$ cat src/verilog/tcim_pkg.sv
// package for the timer/counter input-measurement block
// assumes a 40 MHz system clock and an AXI4-Lite register port
package tcim_pkg;

  // --------------------------------------------------------------------------
  // register byte offsets
  // --------------------------------------------------------------------------
  localparam logic [7:0] CTRL_OFS = 8'h00;
  localparam logic [7:0] THRESH_OFS = 8'h04;
  localparam logic [7:0] MAXPER_OFS = 8'h08;
  localparam logic [7:0] STATUS_OFS = 8'h0C;
  localparam logic [7:0] RESULT_OFS = 8'h10;
  localparam logic [7:0] IRBITS_OFS = 8'h14;
  localparam logic [7:0] IRCNT_OFS = 8'h18;
  localparam logic [7:0] PRESC_OFS = 8'h1C;

  // --------------------------------------------------------------------------
  // control fields
  // --------------------------------------------------------------------------
  localparam int CTRL_MODE_LSB = 0;
  localparam int CTRL_INV_BIT = 4;
  localparam int CTRL_START_BIT = 5;
  localparam int CTRL_SEL_BIT = 6;
  localparam int STAT_NEW_BIT = 0;
  localparam int STAT_IRBUSY_BIT = 1;
  localparam int STAT_IRDONE_BIT = 2;
  localparam logic [31:0] CTRL_RESET = 32'h0000_0000;
  localparam logic [15:0] MAXPER_RESET = 16'hFFFF;
  localparam logic [15:0] THRESH_RESET = 16'h0100;
  localparam logic [7:0] PRESC_RESET = 8'h03;

  // --------------------------------------------------------------------------
  // modes and timing
  // --------------------------------------------------------------------------
  typedef enum logic [2:0] {
    M_OFF, M_IR, M_ONTIME, M_PERIOD, M_PULSE, M_QUAD, M_TOTAL
  } tcim_mode_t;

  localparam real CLK_MHZ = 40.0;
  localparam real GATE_S = 0.8388608;
  localparam int GATE_CYCLES = int'(GATE_S * CLK_MHZ * 1.0E6);
  localparam logic [15:0] QUAD_MAX = 16'h3FFF;
  localparam logic [15:0] QUAD_MIN = 16'hC000;
  localparam int IR_DEPTH = 32;

endpackage

$ cat src/verilog/tcim_bitmem.sv
// small bit buffer for decoded infrared bits, registered read
// assumes one write and one read port on the same clock
`timescale 1ns/1ps
`default_nettype none
module tcim_bitmem #(
  parameter int DEPTH = 32
) (
  input wire logic clk_i,
  input wire logic we_i,
  input wire logic [$clog2(DEPTH)-1:0] waddr_i,
  input wire logic wbit_i,
  output logic [DEPTH-1:0] rdata_o
);
  logic [DEPTH-1:0] mem_q;

  always_ff @(posedge clk_i) begin
    if (we_i) begin
      mem_q[waddr_i] <= wbit_i;
    end
  end

  always_ff @(posedge clk_i) begin
    rdata_o <= mem_q;
  end
endmodule
`default_nettype wire

$ cat src/verilog/tcim_sync.sv
// two-flop synchroniser for a group of pin inputs
// assumes pins are asynchronous to SYS_CLK_I
`timescale 1ns/1ps
`default_nettype none
module tcim_sync #(
  parameter int W = 4
) (
  input wire logic clk_i,
  input wire logic rst_i,
  input wire logic [W-1:0] d_i,
  output logic [W-1:0] q_o
);
  logic [W-1:0] meta_q;

  always_ff @(posedge clk_i) begin
    if (rst_i) begin
      meta_q <= '0;
      q_o <= '0;
    end else begin
      meta_q <= d_i;
      q_o <= meta_q;
    end
  end
endmodule
`default_nettype wire

$ cat src/verilog/tcim_top.sv
// timer/counter input measurement: infrared, on-time, period, pulse count,
// quadrature and total count, reached over AXI4-Lite
// assumes pins are asynchronous; bus master on SYS_CLK_I
//
// The register addresses and register access over AXI4-Lite were chosen for this implementation.
`timescale 1ns/1ps
`default_nettype none

// Notes on behaviour
// infrared bit is one if its cycle is shorter than threshold, else zero
// infrared bits are timed between falling edges, rising when inverted
// infrared bits go to a buffer; capture ends max-period after last bit
// on-time counts prescaled ticks only while input is asserted
// on-time asserted level is high, low when inverted
// period mode captures and restarts the free counter at each active edge
// period active edge falling by default, rising inverted; same result
// pulse count counts active edges up to 65535 in 0.8388608 s window
// at each window end the count is saved and cleared, forever
// pulse count advances once per active input edge, falling by default
// quadrature counts up when b falls with a low or rises with a high
// quadrature read returns net signed sum since last read, then clears; a b edge in the read cycle is lost
// quadrature result is 16-bit two's complement, saturating at 16K
// source keeps transition rate at most a quarter of the input clock
// phase pins: tc1 uses pins six and seven, tc2 pins four and five
// total count counts one polarity only, falling default, rising inverted
// total count read returns edges since last read, then clears
// first measurement after reset is discarded
// completion loads the result register; later ones overwrite unread ones
// new-result flag set on load, cleared on read
// inputs are synchronised before edges or levels are detected
module tcim_top #(
  parameter int GATE_CYC = tcim_pkg::GATE_CYCLES,
  parameter int IR_DEPTH = tcim_pkg::IR_DEPTH
) (
  // clock and reset
  input wire logic SYS_CLK_I,
  input wire logic RST_I,
  // measurement pins
  input wire logic MEAS_IN_I,
  input wire logic TC1_PHASE_A_PIN_I,
  input wire logic TC1_PHASE_B_PIN_I,
  input wire logic TC2_PHASE_A_PIN_I,
  input wire logic TC2_PHASE_B_PIN_I,
  // axi4-lite write
  input wire logic [7:0] AWADDR_I,
  input wire logic AWVALID_I,
  output logic AWREADY_O,
  input wire logic [31:0] WDATA_I,
  input wire logic [3:0] WSTRB_I,
  input wire logic WVALID_I,
  output logic WREADY_O,
  output logic [1:0] BRESP_O,
  output logic BVALID_O,
  input wire logic BREADY_I,
  // axi4-lite read
  input wire logic [7:0] ARADDR_I,
  input wire logic ARVALID_I,
  output logic ARREADY_O,
  output logic [31:0] RDATA_O,
  output logic [1:0] RRESP_O,
  output logic RVALID_O,
  input wire logic RREADY_I
);
  initial begin
    if (GATE_CYC < 2 || IR_DEPTH < 2 || IR_DEPTH > 32) begin
      $error("tcim_top: unsupported parameter");
    end
  end

  localparam int IAW = $clog2(IR_DEPTH);

  // --------------------------------------------------------------------------
  // registers and decode
  // --------------------------------------------------------------------------
  logic [31:0] ctrl_q;
  logic [15:0] thresh_q, maxper_q, result_q, cnt_q;
  logic [7:0] presc_q;
  logic new_q, first_q, ir_busy_q, ir_done_q;
  logic aw_q, w_q;
  logic [7:0] awaddr_q;
  logic [31:0] wdata_q;
  logic wr_go, rd_go, rd_result;
  tcim_pkg::tcim_mode_t mode;

  function automatic logic is_reg(input logic [7:0] a);
    is_reg = (a[1:0] == 2'h0) && (a <= tcim_pkg::PRESC_OFS);
  endfunction

  assign mode = tcim_pkg::tcim_mode_t'(ctrl_q[tcim_pkg::CTRL_MODE_LSB +: 3]);
  assign wr_go = aw_q && w_q && !BVALID_O;
  assign rd_go = ARVALID_I && ARREADY_O;
  assign rd_result = rd_go && ARADDR_I == tcim_pkg::RESULT_OFS;

  // write channel: take address and data in any order, answer after both
  always_ff @(posedge SYS_CLK_I) begin
    if (RST_I) begin
      aw_q <= 1'b0;
      w_q <= 1'b0;
      awaddr_q <= 8'h00;
      wdata_q <= 32'h0000_0000;
      AWREADY_O <= 1'b1;
      WREADY_O <= 1'b1;
      BVALID_O <= 1'b0;
      BRESP_O <= 2'h0;
    end else begin
      if (AWVALID_I && AWREADY_O) begin
        aw_q <= 1'b1;
        awaddr_q <= AWADDR_I;
        AWREADY_O <= 1'b0;
      end
      if (WVALID_I && WREADY_O) begin
        w_q <= 1'b1;
        wdata_q <= WDATA_I;
        WREADY_O <= 1'b0;
      end
      if (wr_go) begin
        BVALID_O <= 1'b1;
        BRESP_O <= is_reg(awaddr_q) ? 2'h0 : 2'h2;
        aw_q <= 1'b0;
        w_q <= 1'b0;
      end
      if (BVALID_O && BREADY_I) begin
        BVALID_O <= 1'b0;
        AWREADY_O <= 1'b1;
        WREADY_O <= 1'b1;
      end
    end
  end

  // software registers; start is a self-clearing bit
  always_ff @(posedge SYS_CLK_I) begin
    if (RST_I) begin
      ctrl_q <= tcim_pkg::CTRL_RESET;
      thresh_q <= tcim_pkg::THRESH_RESET;
      maxper_q <= tcim_pkg::MAXPER_RESET;
      presc_q <= tcim_pkg::PRESC_RESET;
    end else begin
      ctrl_q[tcim_pkg::CTRL_START_BIT] <= 1'b0;
      if (wr_go && WSTRB_I[0]) begin
        unique case (awaddr_q)
          tcim_pkg::CTRL_OFS: ctrl_q <= {24'h000000, wdata_q[7:0]};
          tcim_pkg::THRESH_OFS: thresh_q <= wdata_q[15:0];
          tcim_pkg::MAXPER_OFS: maxper_q <= wdata_q[15:0];
          tcim_pkg::PRESC_OFS: presc_q <= wdata_q[7:0];
          default: ;
        endcase
      end
    end
  end

  // --------------------------------------------------------------------------
  // input path
  // --------------------------------------------------------------------------
  logic [4:0] pins_s;
  logic [2:0] hist_q;
  logic qa_prev_q, qb_prev_q;
  logic inv, sig, act_edge, level_on, qa, qb, qb_edge, qup;

  tcim_sync #(.W(5)) u_sync (
    .clk_i(SYS_CLK_I),
    .rst_i(RST_I),
    .d_i({MEAS_IN_I, TC2_PHASE_B_PIN_I, TC2_PHASE_A_PIN_I,
          TC1_PHASE_B_PIN_I, TC1_PHASE_A_PIN_I}),
    .q_o(pins_s)
  );

  assign inv = ctrl_q[tcim_pkg::CTRL_INV_BIT];
  assign sig = pins_s[4];
  // falling edge normally, rising when inverted
  assign act_edge = inv ? (sig && !hist_q[0]) : (!sig && hist_q[0]);
  assign level_on = sig ^ inv;
  assign qa = ctrl_q[tcim_pkg::CTRL_SEL_BIT] ? pins_s[2] : pins_s[0];
  assign qb = ctrl_q[tcim_pkg::CTRL_SEL_BIT] ? pins_s[3] : pins_s[1];
  assign qb_edge = qb != qb_prev_q;
  assign qup = (!qb && !qa) || (qb && qa);

  always_ff @(posedge SYS_CLK_I) begin
    if (RST_I) begin
      hist_q <= 3'h0;
      qa_prev_q <= 1'b0;
      qb_prev_q <= 1'b0;
    end else begin
      hist_q <= {hist_q[1:0], sig};
      qa_prev_q <= qa;
      qb_prev_q <= qb;
    end
  end

  // prescaled tick
  logic [7:0] pdiv_q;
  logic tick;
  assign tick = pdiv_q == presc_q;
  always_ff @(posedge SYS_CLK_I) begin
    if (RST_I || tick) begin
      pdiv_q <= 8'h00;
    end else begin
      pdiv_q <= pdiv_q + 8'h01;
    end
  end

  // pulse-count gate window, independent of prescaler
  logic [31:0] gate_q;
  logic gate_end;
  assign gate_end = gate_q == 32'(GATE_CYC - 1);
  always_ff @(posedge SYS_CLK_I) begin
    if (RST_I || gate_end || mode != tcim_pkg::M_PULSE) begin
      gate_q <= 32'h0000_0000;
    end else begin
      gate_q <= gate_q + 32'h0000_0001;
    end
  end

  // --------------------------------------------------------------------------
  // measurement counter and result
  // --------------------------------------------------------------------------
  logic done, on_end, ir_edge, ir_timeout;
  logic [15:0] done_val;
  assign on_end = mode == tcim_pkg::M_ONTIME && !level_on && (hist_q[0] ^ inv);
  assign ir_edge = mode == tcim_pkg::M_IR && ir_busy_q && act_edge;

  always_comb begin
    done = 1'b0;
    done_val = cnt_q;
    unique case (mode)
      tcim_pkg::M_ONTIME: done = on_end;
      tcim_pkg::M_PERIOD: done = act_edge;
      tcim_pkg::M_PULSE: done = gate_end;
      default: done = 1'b0;
    endcase
  end

  always_ff @(posedge SYS_CLK_I) begin
    if (RST_I) begin
      cnt_q <= 16'h0000;
    end else begin
      unique case (mode)
        tcim_pkg::M_ONTIME: begin
          if (on_end) begin
            cnt_q <= 16'h0000;
          end else if (level_on && tick && cnt_q != 16'hFFFF) begin
            cnt_q <= cnt_q + 16'h0001;
          end
        end
        tcim_pkg::M_PERIOD, tcim_pkg::M_IR: begin
          if (act_edge) begin
            cnt_q <= 16'h0000;
          end else if (tick && cnt_q != 16'hFFFF) begin
            cnt_q <= cnt_q + 16'h0001;
          end
        end
        tcim_pkg::M_PULSE: begin
          if (gate_end) begin
            cnt_q <= 16'h0000;
          end else if (act_edge && cnt_q != 16'hFFFF) begin
            cnt_q <= cnt_q + 16'h0001;
          end
        end
        tcim_pkg::M_TOTAL: begin
          if (rd_result) begin
            cnt_q <= act_edge ? 16'h0001 : 16'h0000;
          end else if (act_edge) begin
            cnt_q <= cnt_q + 16'h0001;
          end
        end
        tcim_pkg::M_QUAD: begin
          if (rd_result) begin
            cnt_q <= 16'h0000;
          end else if (qb_edge && qup && cnt_q != tcim_pkg::QUAD_MAX) begin
            cnt_q <= cnt_q + 16'h0001;
          end else if (qb_edge && !qup && cnt_q != tcim_pkg::QUAD_MIN) begin
            cnt_q <= cnt_q - 16'h0001;
          end
        end
        default: cnt_q <= 16'h0000;
      endcase
    end
  end

  // result and new flag; a load in the read cycle wins over the clear
  always_ff @(posedge SYS_CLK_I) begin
    if (RST_I) begin
      result_q <= 16'h0000;
      new_q <= 1'b0;
      first_q <= 1'b1;
    end else if (done) begin
      first_q <= 1'b0;
      if (!first_q) begin
        result_q <= done_val;
        new_q <= 1'b1;
      end
    end else if (rd_result) begin
      new_q <= 1'b0;
    end
  end

  // --------------------------------------------------------------------------
  // infrared capture
  // --------------------------------------------------------------------------
  logic [IAW:0] ir_n_q;
  logic [15:0] ir_idle_q;
  logic ir_armed_q, ir_we;
  logic [IR_DEPTH-1:0] ir_bits;
  assign ir_we = ir_edge && ir_armed_q && ir_n_q < (IAW+1)'(IR_DEPTH);
  assign ir_timeout = ir_busy_q && tick && ir_idle_q >= maxper_q;

  always_ff @(posedge SYS_CLK_I) begin
    if (RST_I) begin
      ir_busy_q <= 1'b0;
      ir_done_q <= 1'b0;
      ir_armed_q <= 1'b0;
      ir_n_q <= '0;
      ir_idle_q <= 16'h0000;
    end else if (ctrl_q[tcim_pkg::CTRL_START_BIT] && mode == tcim_pkg::M_IR) begin
      ir_busy_q <= 1'b1;
      ir_done_q <= 1'b0;
      ir_armed_q <= 1'b0;
      ir_n_q <= '0;
      ir_idle_q <= 16'h0000;
    end else if (ir_edge) begin
      ir_armed_q <= 1'b1;
      ir_idle_q <= 16'h0000;
      if (ir_we) begin
        ir_n_q <= ir_n_q + 1'b1;
      end
    end else if (ir_timeout) begin
      ir_busy_q <= 1'b0;
      ir_done_q <= 1'b1;
    end else if (ir_busy_q && tick) begin
      ir_idle_q <= ir_idle_q + 16'h0001;
    end
  end

  tcim_bitmem #(.DEPTH(IR_DEPTH)) u_bits (
    .clk_i(SYS_CLK_I),
    .we_i(ir_we),
    .waddr_i(ir_n_q[IAW-1:0]),
    .wbit_i(cnt_q < thresh_q),
    .rdata_o(ir_bits)
  );

  // --------------------------------------------------------------------------
  // read channel
  // --------------------------------------------------------------------------
  always_ff @(posedge SYS_CLK_I) begin
    if (RST_I) begin
      ARREADY_O <= 1'b1;
      RVALID_O <= 1'b0;
      RDATA_O <= 32'h0000_0000;
      RRESP_O <= 2'h0;
    end else if (rd_go) begin
      ARREADY_O <= 1'b0;
      RVALID_O <= 1'b1;
      RRESP_O <= is_reg(ARADDR_I) ? 2'h0 : 2'h2;
      unique case (ARADDR_I)
        tcim_pkg::CTRL_OFS: RDATA_O <= ctrl_q;
        tcim_pkg::THRESH_OFS: RDATA_O <= {16'h0000, thresh_q};
        tcim_pkg::MAXPER_OFS: RDATA_O <= {16'h0000, maxper_q};
        tcim_pkg::STATUS_OFS: RDATA_O <= {29'h0, ir_done_q, ir_busy_q, new_q};
        tcim_pkg::RESULT_OFS: begin
          if (mode == tcim_pkg::M_QUAD || mode == tcim_pkg::M_TOTAL) begin
            RDATA_O <= {16'h0000, cnt_q};
          end else begin
            RDATA_O <= {16'h0000, result_q};
          end
        end
        tcim_pkg::IRBITS_OFS: RDATA_O <= 32'(ir_bits);
        tcim_pkg::IRCNT_OFS: RDATA_O <= 32'(ir_n_q);
        tcim_pkg::PRESC_OFS: RDATA_O <= {24'h000000, presc_q};
        default: RDATA_O <= 32'h0000_0000;
      endcase
    end else if (RVALID_O && RREADY_I) begin
      RVALID_O <= 1'b0;
      ARREADY_O <= 1'b1;
    end
  end
endmodule
`default_nettype wire
$ cat config.mk
export PLATFORM = sky130hd
export DESIGN_NAME = tcim_top
export DESIGN_NICKNAME = d
export VERILOG_FILES = /design/src/verilog/tcim_pkg.sv /design/src/verilog/tcim_bitmem.sv /design/src/verilog/tcim_sync.sv /design/src/verilog/tcim_top.sv
export SDC_FILE = /design/constraint.sdc
export NUM_CORES = 1
export LEC_CHECK = 0
export BUFFER_PORTS_ARGS = -buffer_cell sky130_fd_sc_hd__buf_2
export CAP_MARGIN = 20
export CORE_UTILIZATION = 45
export DETAILED_ROUTE_END_ITERATION = 16
export HOLD_SLACK_MARGIN = 0.06
export MAX_ROUTING_LAYER = met4
export PLACE_DENSITY_LB_ADDON = 0.12
export SETUP_SLACK_MARGIN = 0.1
export SLEW_MARGIN = 20
export SYNTH_ARGS = -nofsm -noshare
export SYNTH_HDL_FRONTEND = slang
export SYNTH_SLANG_ARGS = --single-unit
$ cat constraint.sdc
create_clock -name SYS_CLK_I -period 3.8 [get_ports SYS_CLK_I]
set_input_delay 0.38 -clock SYS_CLK_I [delete_from_list [all_inputs] [get_ports SYS_CLK_I]]
set_output_delay 0.38 -clock SYS_CLK_I [all_outputs]
set_load 0.01 [all_outputs]
==> results of run 1 <==
layout make-up:
class / instances / share of cell area
clock buffer: 53 / 0.0662
inverter: 61 / 0.0158
sequential: 288 / 0.420
timing repair buffer: 122 / 0.0524
clock inverter: 5 / 0.00242
multi-input combinational: 965 / 0.411
tap: 372 / 0.0321
worst register-to-register path, cell delays in order, from the launching register on:
cell and delay [ns]:
dfxtp_1 0.40, inv_1 0.14, ha_1 0.21, nor3b_1 0.43, nand3_1 0.27, nor2_1 0.27, nand2_1 0.17, o221ai_1 0.25
a22o_1 0.16, buf_4 0.17, or3_1 0.36, o32ai_2 0.15
cell families (layout without fill, tap and decap cells):
group,Yosys count,in the layout
simple gates,539,539
flops,288,288
compound gates,283,283
buf+inv,140,241
xor+xnor,55,55
mux,46,46
fa+ha+maj,40,40
other cells,1,2
timing repair:
action / CTS / global route
buffers inserted: 0 / 0
hold endpoints to repair: 19 / 0
hold buffers: 19 / 0
metrics by stage:
step,setup slack [ns],utilization,hold slack [ns],power (mW)
global placement,0.722,0.489,0.326,3.37
CTS,0.727,0.533,0.0614,6.31
global route,0.367,0.533,0.0710,6.48
detailed placement,0.725,0.489,0.327,3.38
finish,0.692,0.533,0.0824,6.25
floorplan,1.16,-,0.323,3.30
synth_stat cells, drive strengths merged (4+ instances only):
cell type,count,area share
o32ai,5,0.0041
nand3,40,0.016
or3,15,0.0076
o211ai,25,0.015
buf,10,0.0052
o221ai,5,0.0035
mux2i,46,0.037
ha,40,0.040
o2bb2ai,8,0.0056
xnor2,30,0.021
nor2,203,0.061
xor2,25,0.017
and4,6,0.0042
nand4,22,0.011
a22o,6,0.0042
o21ai,31,0.012
a22oi,42,0.025
and2,13,0.0065
edfxtp,32,0.076
a211oi,7,0.0042
inv,61,0.018
a222oi,13,0.010
nand3b,7,0.0042
a2111oi,4,0.0033
dfxtp,256,0.41
a21o,12,0.0072
a21oi,89,0.036
and3,15,0.0075
nor4,8,0.0050
a221oi,9,0.0063
nand2b,7,0.0035
nor3,14,0.0069
clkbuf,69,0.021
o31ai,4,0.0024
nand2,152,0.045
nor2b,18,0.0090
registers in the layout, summed over array words and instances, names as in the netlist, 32 cells and up:
| register | flops |
|---|---|
| RDATA_O | 32 |
| gate_q | 32 |
| u_bits.mem_q | 32 |
| u_bits.rdata_o | 32 |
per-layer routing:
layer  global-route usage  up-vias
met1                0.307     4854
met5                    -        -
met3               0.0346       54
met2                0.365      232
li1                     -     5064
met4               0.0697        0
final timing paths:
check | from | endpoint | cells after the start
worst min register to register | u_bits.mem_q[7] | u_bits.rdata_o[7] | 0
worst max-delay path | cnt_q[0] | cnt_q[14] | 11
worst min-delay path | AWADDR_I[0] | awaddr_q[0] | 3
worst max register to register | cnt_q[0] | cnt_q[14] | 11
power breakdown:
| group | total [mW] | leakage, nW | switching (mW) | internal [mW] |
|---|---|---|---|---|
| sequential | 3.13 | 2.34 | 0.0357 | 3.10 |
| clock | 2.92 | 0.485 | 1.22 | 1.70 |
| combinational | 0.192 | 2.64 | 0.118 | 0.0737 |
layout by cell type, fill, tap and decap left out, drive strengths merged, types with 5 or more instances in the layout:
cell type / n
nand2: 152
nor3: 14
a221oi: 9
a22oi: 42
a211oi: 7
xor2: 25
a21oi: 89
nand3: 40
nor2b: 18
clkbuf: 53
buf: 103
o21ai: 31
edfxtp: 32
ha: 40
nand3b: 7
xnor2: 30
dfxtp: 256
a222oi: 13
a21o: 12
o32ai: 5
inv: 63
dlygate4sd3: 19
and4: 6
and2: 13
a22o: 6
o2bb2ai: 8
nor2: 203
o221ai: 5
nand2b: 7
and3: 15
o211ai: 25
nand4: 22
or3: 15
mux2i: 46
nor4: 8
==> flow_summary.json, run 1 <==
{
  "grtUsageTotal": 0.231,
  "final_area_sq_um": 14500,
  "ys_seq_area_frac": 0.484,
  "multiInputGateArea_sq_um": 5950,
  "synth.avg_cell_area_sq_um": 9.03,
  "postRouteAntennaNets": 0,
  "cts_tree": "built",
  "core_area_sq_um": 27200,
  "muxShareOfSynthArea": 0.0366,
  "synthAdderAreaFrac": 0.0398,
  "worstSetupStartpointType": "flip-flop",
  "routedWlPerCell_microns": 17.2,
  "wl_met2_microns": 14600,
  "cp-end-kind": "flip-flop",
  "die_w_microns": 169,
  "ys.flop_type": "dfxtp_1",
  "grt_pass1_vias": 9537,
  "slowest_stage": "nor3b_1",
  "tightestPinTransition_ns": 1.02,
  "grt_pass1_wl_microns": 51300,
  "synth_area_sq_um": 12600,
  "dp.cells": 1789,
  "crit_type": "flip-flop to flip-flop",
  "pin_count": 105,
  "portBuffers": 83,
  "ctsResizeCount": 0,
  "synth_top_family_by_area": "simple AND/OR/NAND/NOR gates",
  "grt_max_degree": 55,
  "place_area_sq_um": 13300,
  "dr_wl_met3_microns": 1780,
  "synth-compound-area-share": 0.156,
  "gp_congestion": 0.836,
  "wirelength_microns": 32100,
  "root_buffer": "clkbuf_16",
  "nFillCells": 2532,
  "post-route-period-util": 0.818,
  "leakage_nw": 5.47,
  "rsz0062_at_grt": "no",
  "via_per_inst": 5.47,
  "tns_ns": 0,
  "die_h_microns": 169,
  "drt-initial-drc-count": 687,
  "hold_class": "input port to flip-flop",
  "antenna_found_initial": 0,
  "rows": 60,
  "die_area_sq_um": 28600,
  "nets": 1573,
  "ys_seq_elements": 288,
  "synth-xor-area-share": 0.0383,
  "clk_path_buf_depth": 3,
  "slew_headroom": 0.318,
  "critPathTopFamily": "simple AND/OR/NAND/NOR gates",
  "cap_violations": 0,
  "cp.required_ns": 4.22,
  "instances_no_fill": 1866,
  "outcome": "finished clean",
  "clock_skew_ns": 0.0287,
  "cts_max_level": 1,
  "start_util": 0.462,
  "detailed_place_hpwl_microns": 22400,
  "path_clk_slew_ns": 0.06,
  "finalWorstPathRequiredPeriod_ns": 3.11,
  "cts_made_buffers": 31,
  "seq_area_sq_um": 6090,
  "drive_gt1_frac": 0.116,
  "synth_cells": 1392,
  "crit_buf_inv": 2,
  "max_freq_mhz": 322,
  "synthSimpleGateAreaFrac": 0.201,
  "cp.arrival_ns": 3.53,
  "ir_drop_v": 0.000319,
  "dr.pass1.iters": 9,
  "setup_viol": 0,
  "synth-edff-count": 32,
  "ys_async_sr_fraction": 0,
  "hold_viol_final": 0,
  "drc": 0,
  "dr.max_layer_used": "met4",
  "grt-ovfl-total": 0,
  "r2r_slack_ns": 0.69,
  "finalMaxSlewViolations": 0,
  "ys_types": 77,
  "clock_latency_ns": 0.57,
  "vias": 10204,
  "cp_max_fo": 9,
  "path_cells": "inv_1, ha_1, nor3b_1, nand3_1, nor2_1, nand2_1, o221ai_1, a22o_1, buf_4, or3_1, o32ai_2",
  "yosys_warnings": 0,
  "cts_sinks": 288,
  "m1WireLength_microns": 14900,
  "antennaDiodeCount": 0,
  "cellPowerDensity_nw_per_um2": 432,
  "synthToLayoutAreaGrowth_pct": 15.2,
  "cp_slowest_stage_delay_ns": 0.43
}
Note: power is estimated with default switching activity, not from simulation.
==> run 2, diff against run 1 <==
==> constraint.sdc (replaced) <==
create_clock -name SYS_CLK_I -period 2.6 [get_ports SYS_CLK_I]
set_input_delay 0.26 -clock SYS_CLK_I [delete_from_list [all_inputs] [get_ports SYS_CLK_I]]
set_output_delay 0.26 -clock SYS_CLK_I [all_outputs]
set_load 0.01 [all_outputs]
==> run 2 against run 1 <==
Flip-flop and latch count unchanged; clock-buffer cell count is 8 lower; global-route usage grew 1.6 points; register-to-register slack worse by 0.65 ns; worst setup slack got worse by 0.65 ns; routed wire length is 7.4% higher; first-iteration DRC count grew 0.73%; clock power grew 55%; critical path type unchanged; critical endpoint is now ir_idle_q[13].
==> flow_summary.json, run 2 (synthesis results as in run 1) <==
{
  "gp_congestion": 0.849,
  "rows": 60,
  "antenna_found_initial": 0,
  "finalMaxSlewViolations": 0,
  "max_freq_mhz": 390,
  "tns_ns": 0,
  "grt_pass1_vias": 10333,
  "leakage_nw": 6.02,
  "cts_tree": "built",
  "cp.arrival_ns": 3.07,
  "post-route-period-util": 0.985,
  "portBuffers": 83,
  "antennaDiodeCount": 0,
  "nets": 1674,
  "drc": 0,
  "hold_class": "input port to flip-flop",
  "routedWlPerCell_microns": 17.6,
  "die_h_microns": 169,
  "grt_pass1_wl_microns": 54900,
  "worstSetupStartpointType": "flip-flop",
  "cap_violations": 0,
  "core_area_sq_um": 27200,
  "via_per_inst": 5.41,
  "cellPowerDensity_nw_per_um2": 600,
  "clock_skew_ns": 0.0278,
  "vias": 10628,
  "root_buffer": "clkbuf_16",
  "cp_max_fo": 7,
  "mostFrequentLayoutCell": "dfxtp_1",
  "grt-ovfl-total": 0,
  "slew_headroom": 0.448,
  "postRouteAntennaNets": 0,
  "outcome": "finished clean",
  "crit_type": "flip-flop to flip-flop",
  "cts_max_level": 1,
  "tightestPinTransition_ns": 0.827,
  "wirelength_microns": 34500,
  "clk_path_buf_depth": 3,
  "clock_latency_ns": 0.58,
  "final_cell_mix": "dfxtp_1 (240), nor2_1 (200), nand2_1 (150), buf_4 (93), buf_2 (83)",
  "synthToLayoutAreaGrowth_pct": 24.9,
  "grtUsageTotal": 0.248,
  "detailed_place_hpwl_microns": 23300,
  "die_area_sq_um": 28600,
  "setup_viol": 0,
  "cp.required_ns": 3.11,
  "start_util": 0.462,
  "drt-initial-drc-count": 692,
  "hold_viol_final": 0,
  "path_clk_slew_ns": 0.06,
  "die_w_microns": 169,
  "cts_sinks": 288,
  "ir_drop_v": 0.000535,
  "instances_no_fill": 1965,
  "cp-end-kind": "flip-flop",
  "drive_gt1_frac": 0.193,
  "pin_count": 105,
  "cts_made_buffers": 30,
  "rsz0062_at_grt": "yes",
  "dr.pass1.iters": 5,
  "finalWorstPathRequiredPeriod_ns": 2.56,
  "dp.cells": 1857,
  "grt_max_degree": 131
}
[run 2: changes by cell type in the layout (fill, tap and decap cells not counted), sizes merged]
cell | before | now
clkinvlp | 1 | 0
clkbuf | 53 | 45
buf | 103 | 183
clkinv | 2 | 6
inv | 63 | 61
bufinv | 0 | 4
dlygate4sd3 | 19 | 41
[run 2: path summary, 6_finish.rpt]
path                                  startpoint            endpoint  slack [ns]  cells after the start
worst min register to register  u_bits.mem_q[23]  u_bits.rdata_o[23]        0.34                      0
worst min-delay path                       RST_I            cnt_q[0]        0.19                      4
worst max-delay path               ir_idle_q[13]       ir_idle_q[13]        0.04                      9
worst max register to register     ir_idle_q[13]       ir_idle_q[13]        0.04                      9
[run 2: power by group]
part | switching (mW) | internal, mW
registers | 0.0509 | 4.52
clock network | 1.79 | 2.73
logic | 0.185 | 0.138
[run 2: area by class of cell]
| class | count | area, sq um |
|---|---|---|
| Inverter | 61 | 229 |
| Clock inverter | 10 | 175 |
| Sequential cell | 288 | 6120 |
| Clock buffer | 45 | 878 |
| Multi-Input combinational cell | 965 | 6180 |
| Fill cell | 2413 | 11500 |
| Tap cell | 372 | 465 |
| Timing Repair Buffer | 224 | 1650 |
[run 2: layer usage]
metal,global-route usage,vias to the layer above,wire length (microns)
met1,0.324,5093,15500
li1,-,5255,-
met2,0.413,234,16700
met4,0.0513,0,598
met3,0.0285,46,1720
met5,-,-,0
[run 2: worst max-delay path, stage by stage, from the launching register on]
cell and delay (ns):
dfxtp_4 0.35, ha_4 0.23, a21o_1 0.15, a21o_1 0.15, a21oi_2 0.14, and3b_2 0.23, o211ai_1 0.14, a2111o_1 0.55
or3_4 0.42, a21oi_2 0.11
[run 2: per-stage QoR]
step | instance area, sq um | total power [mW] | setup slack (ns) | hold WS (ns) | utilization
after floorplan | 12600 | 4.82 | 0.110 | 0.323 | -
after global placement | 13900 | 4.94 | 0.0438 | 0.324 | 0.511
after detailed placement | 13900 | 4.94 | 0.00263 | 0.327 | 0.511
after CTS | 15400 | 9.49 | 0.0912 | 0.192 | 0.568
after global routing | 15700 | 9.72 | -0.0398 | 0.189 | 0.577
final | 15700 | 9.42 | 0.0388 | 0.195 | 0.577
[run 2: repair_timing]
action	4_1_cts	5_1_grt
gates resized for setup	21	48
endpoints found under the setup margin	23	29
pin swaps	11	21
hold endpoints to repair	35	0
gates cloned	0	1
hold buffers	41	0
buffers inserted	3	8
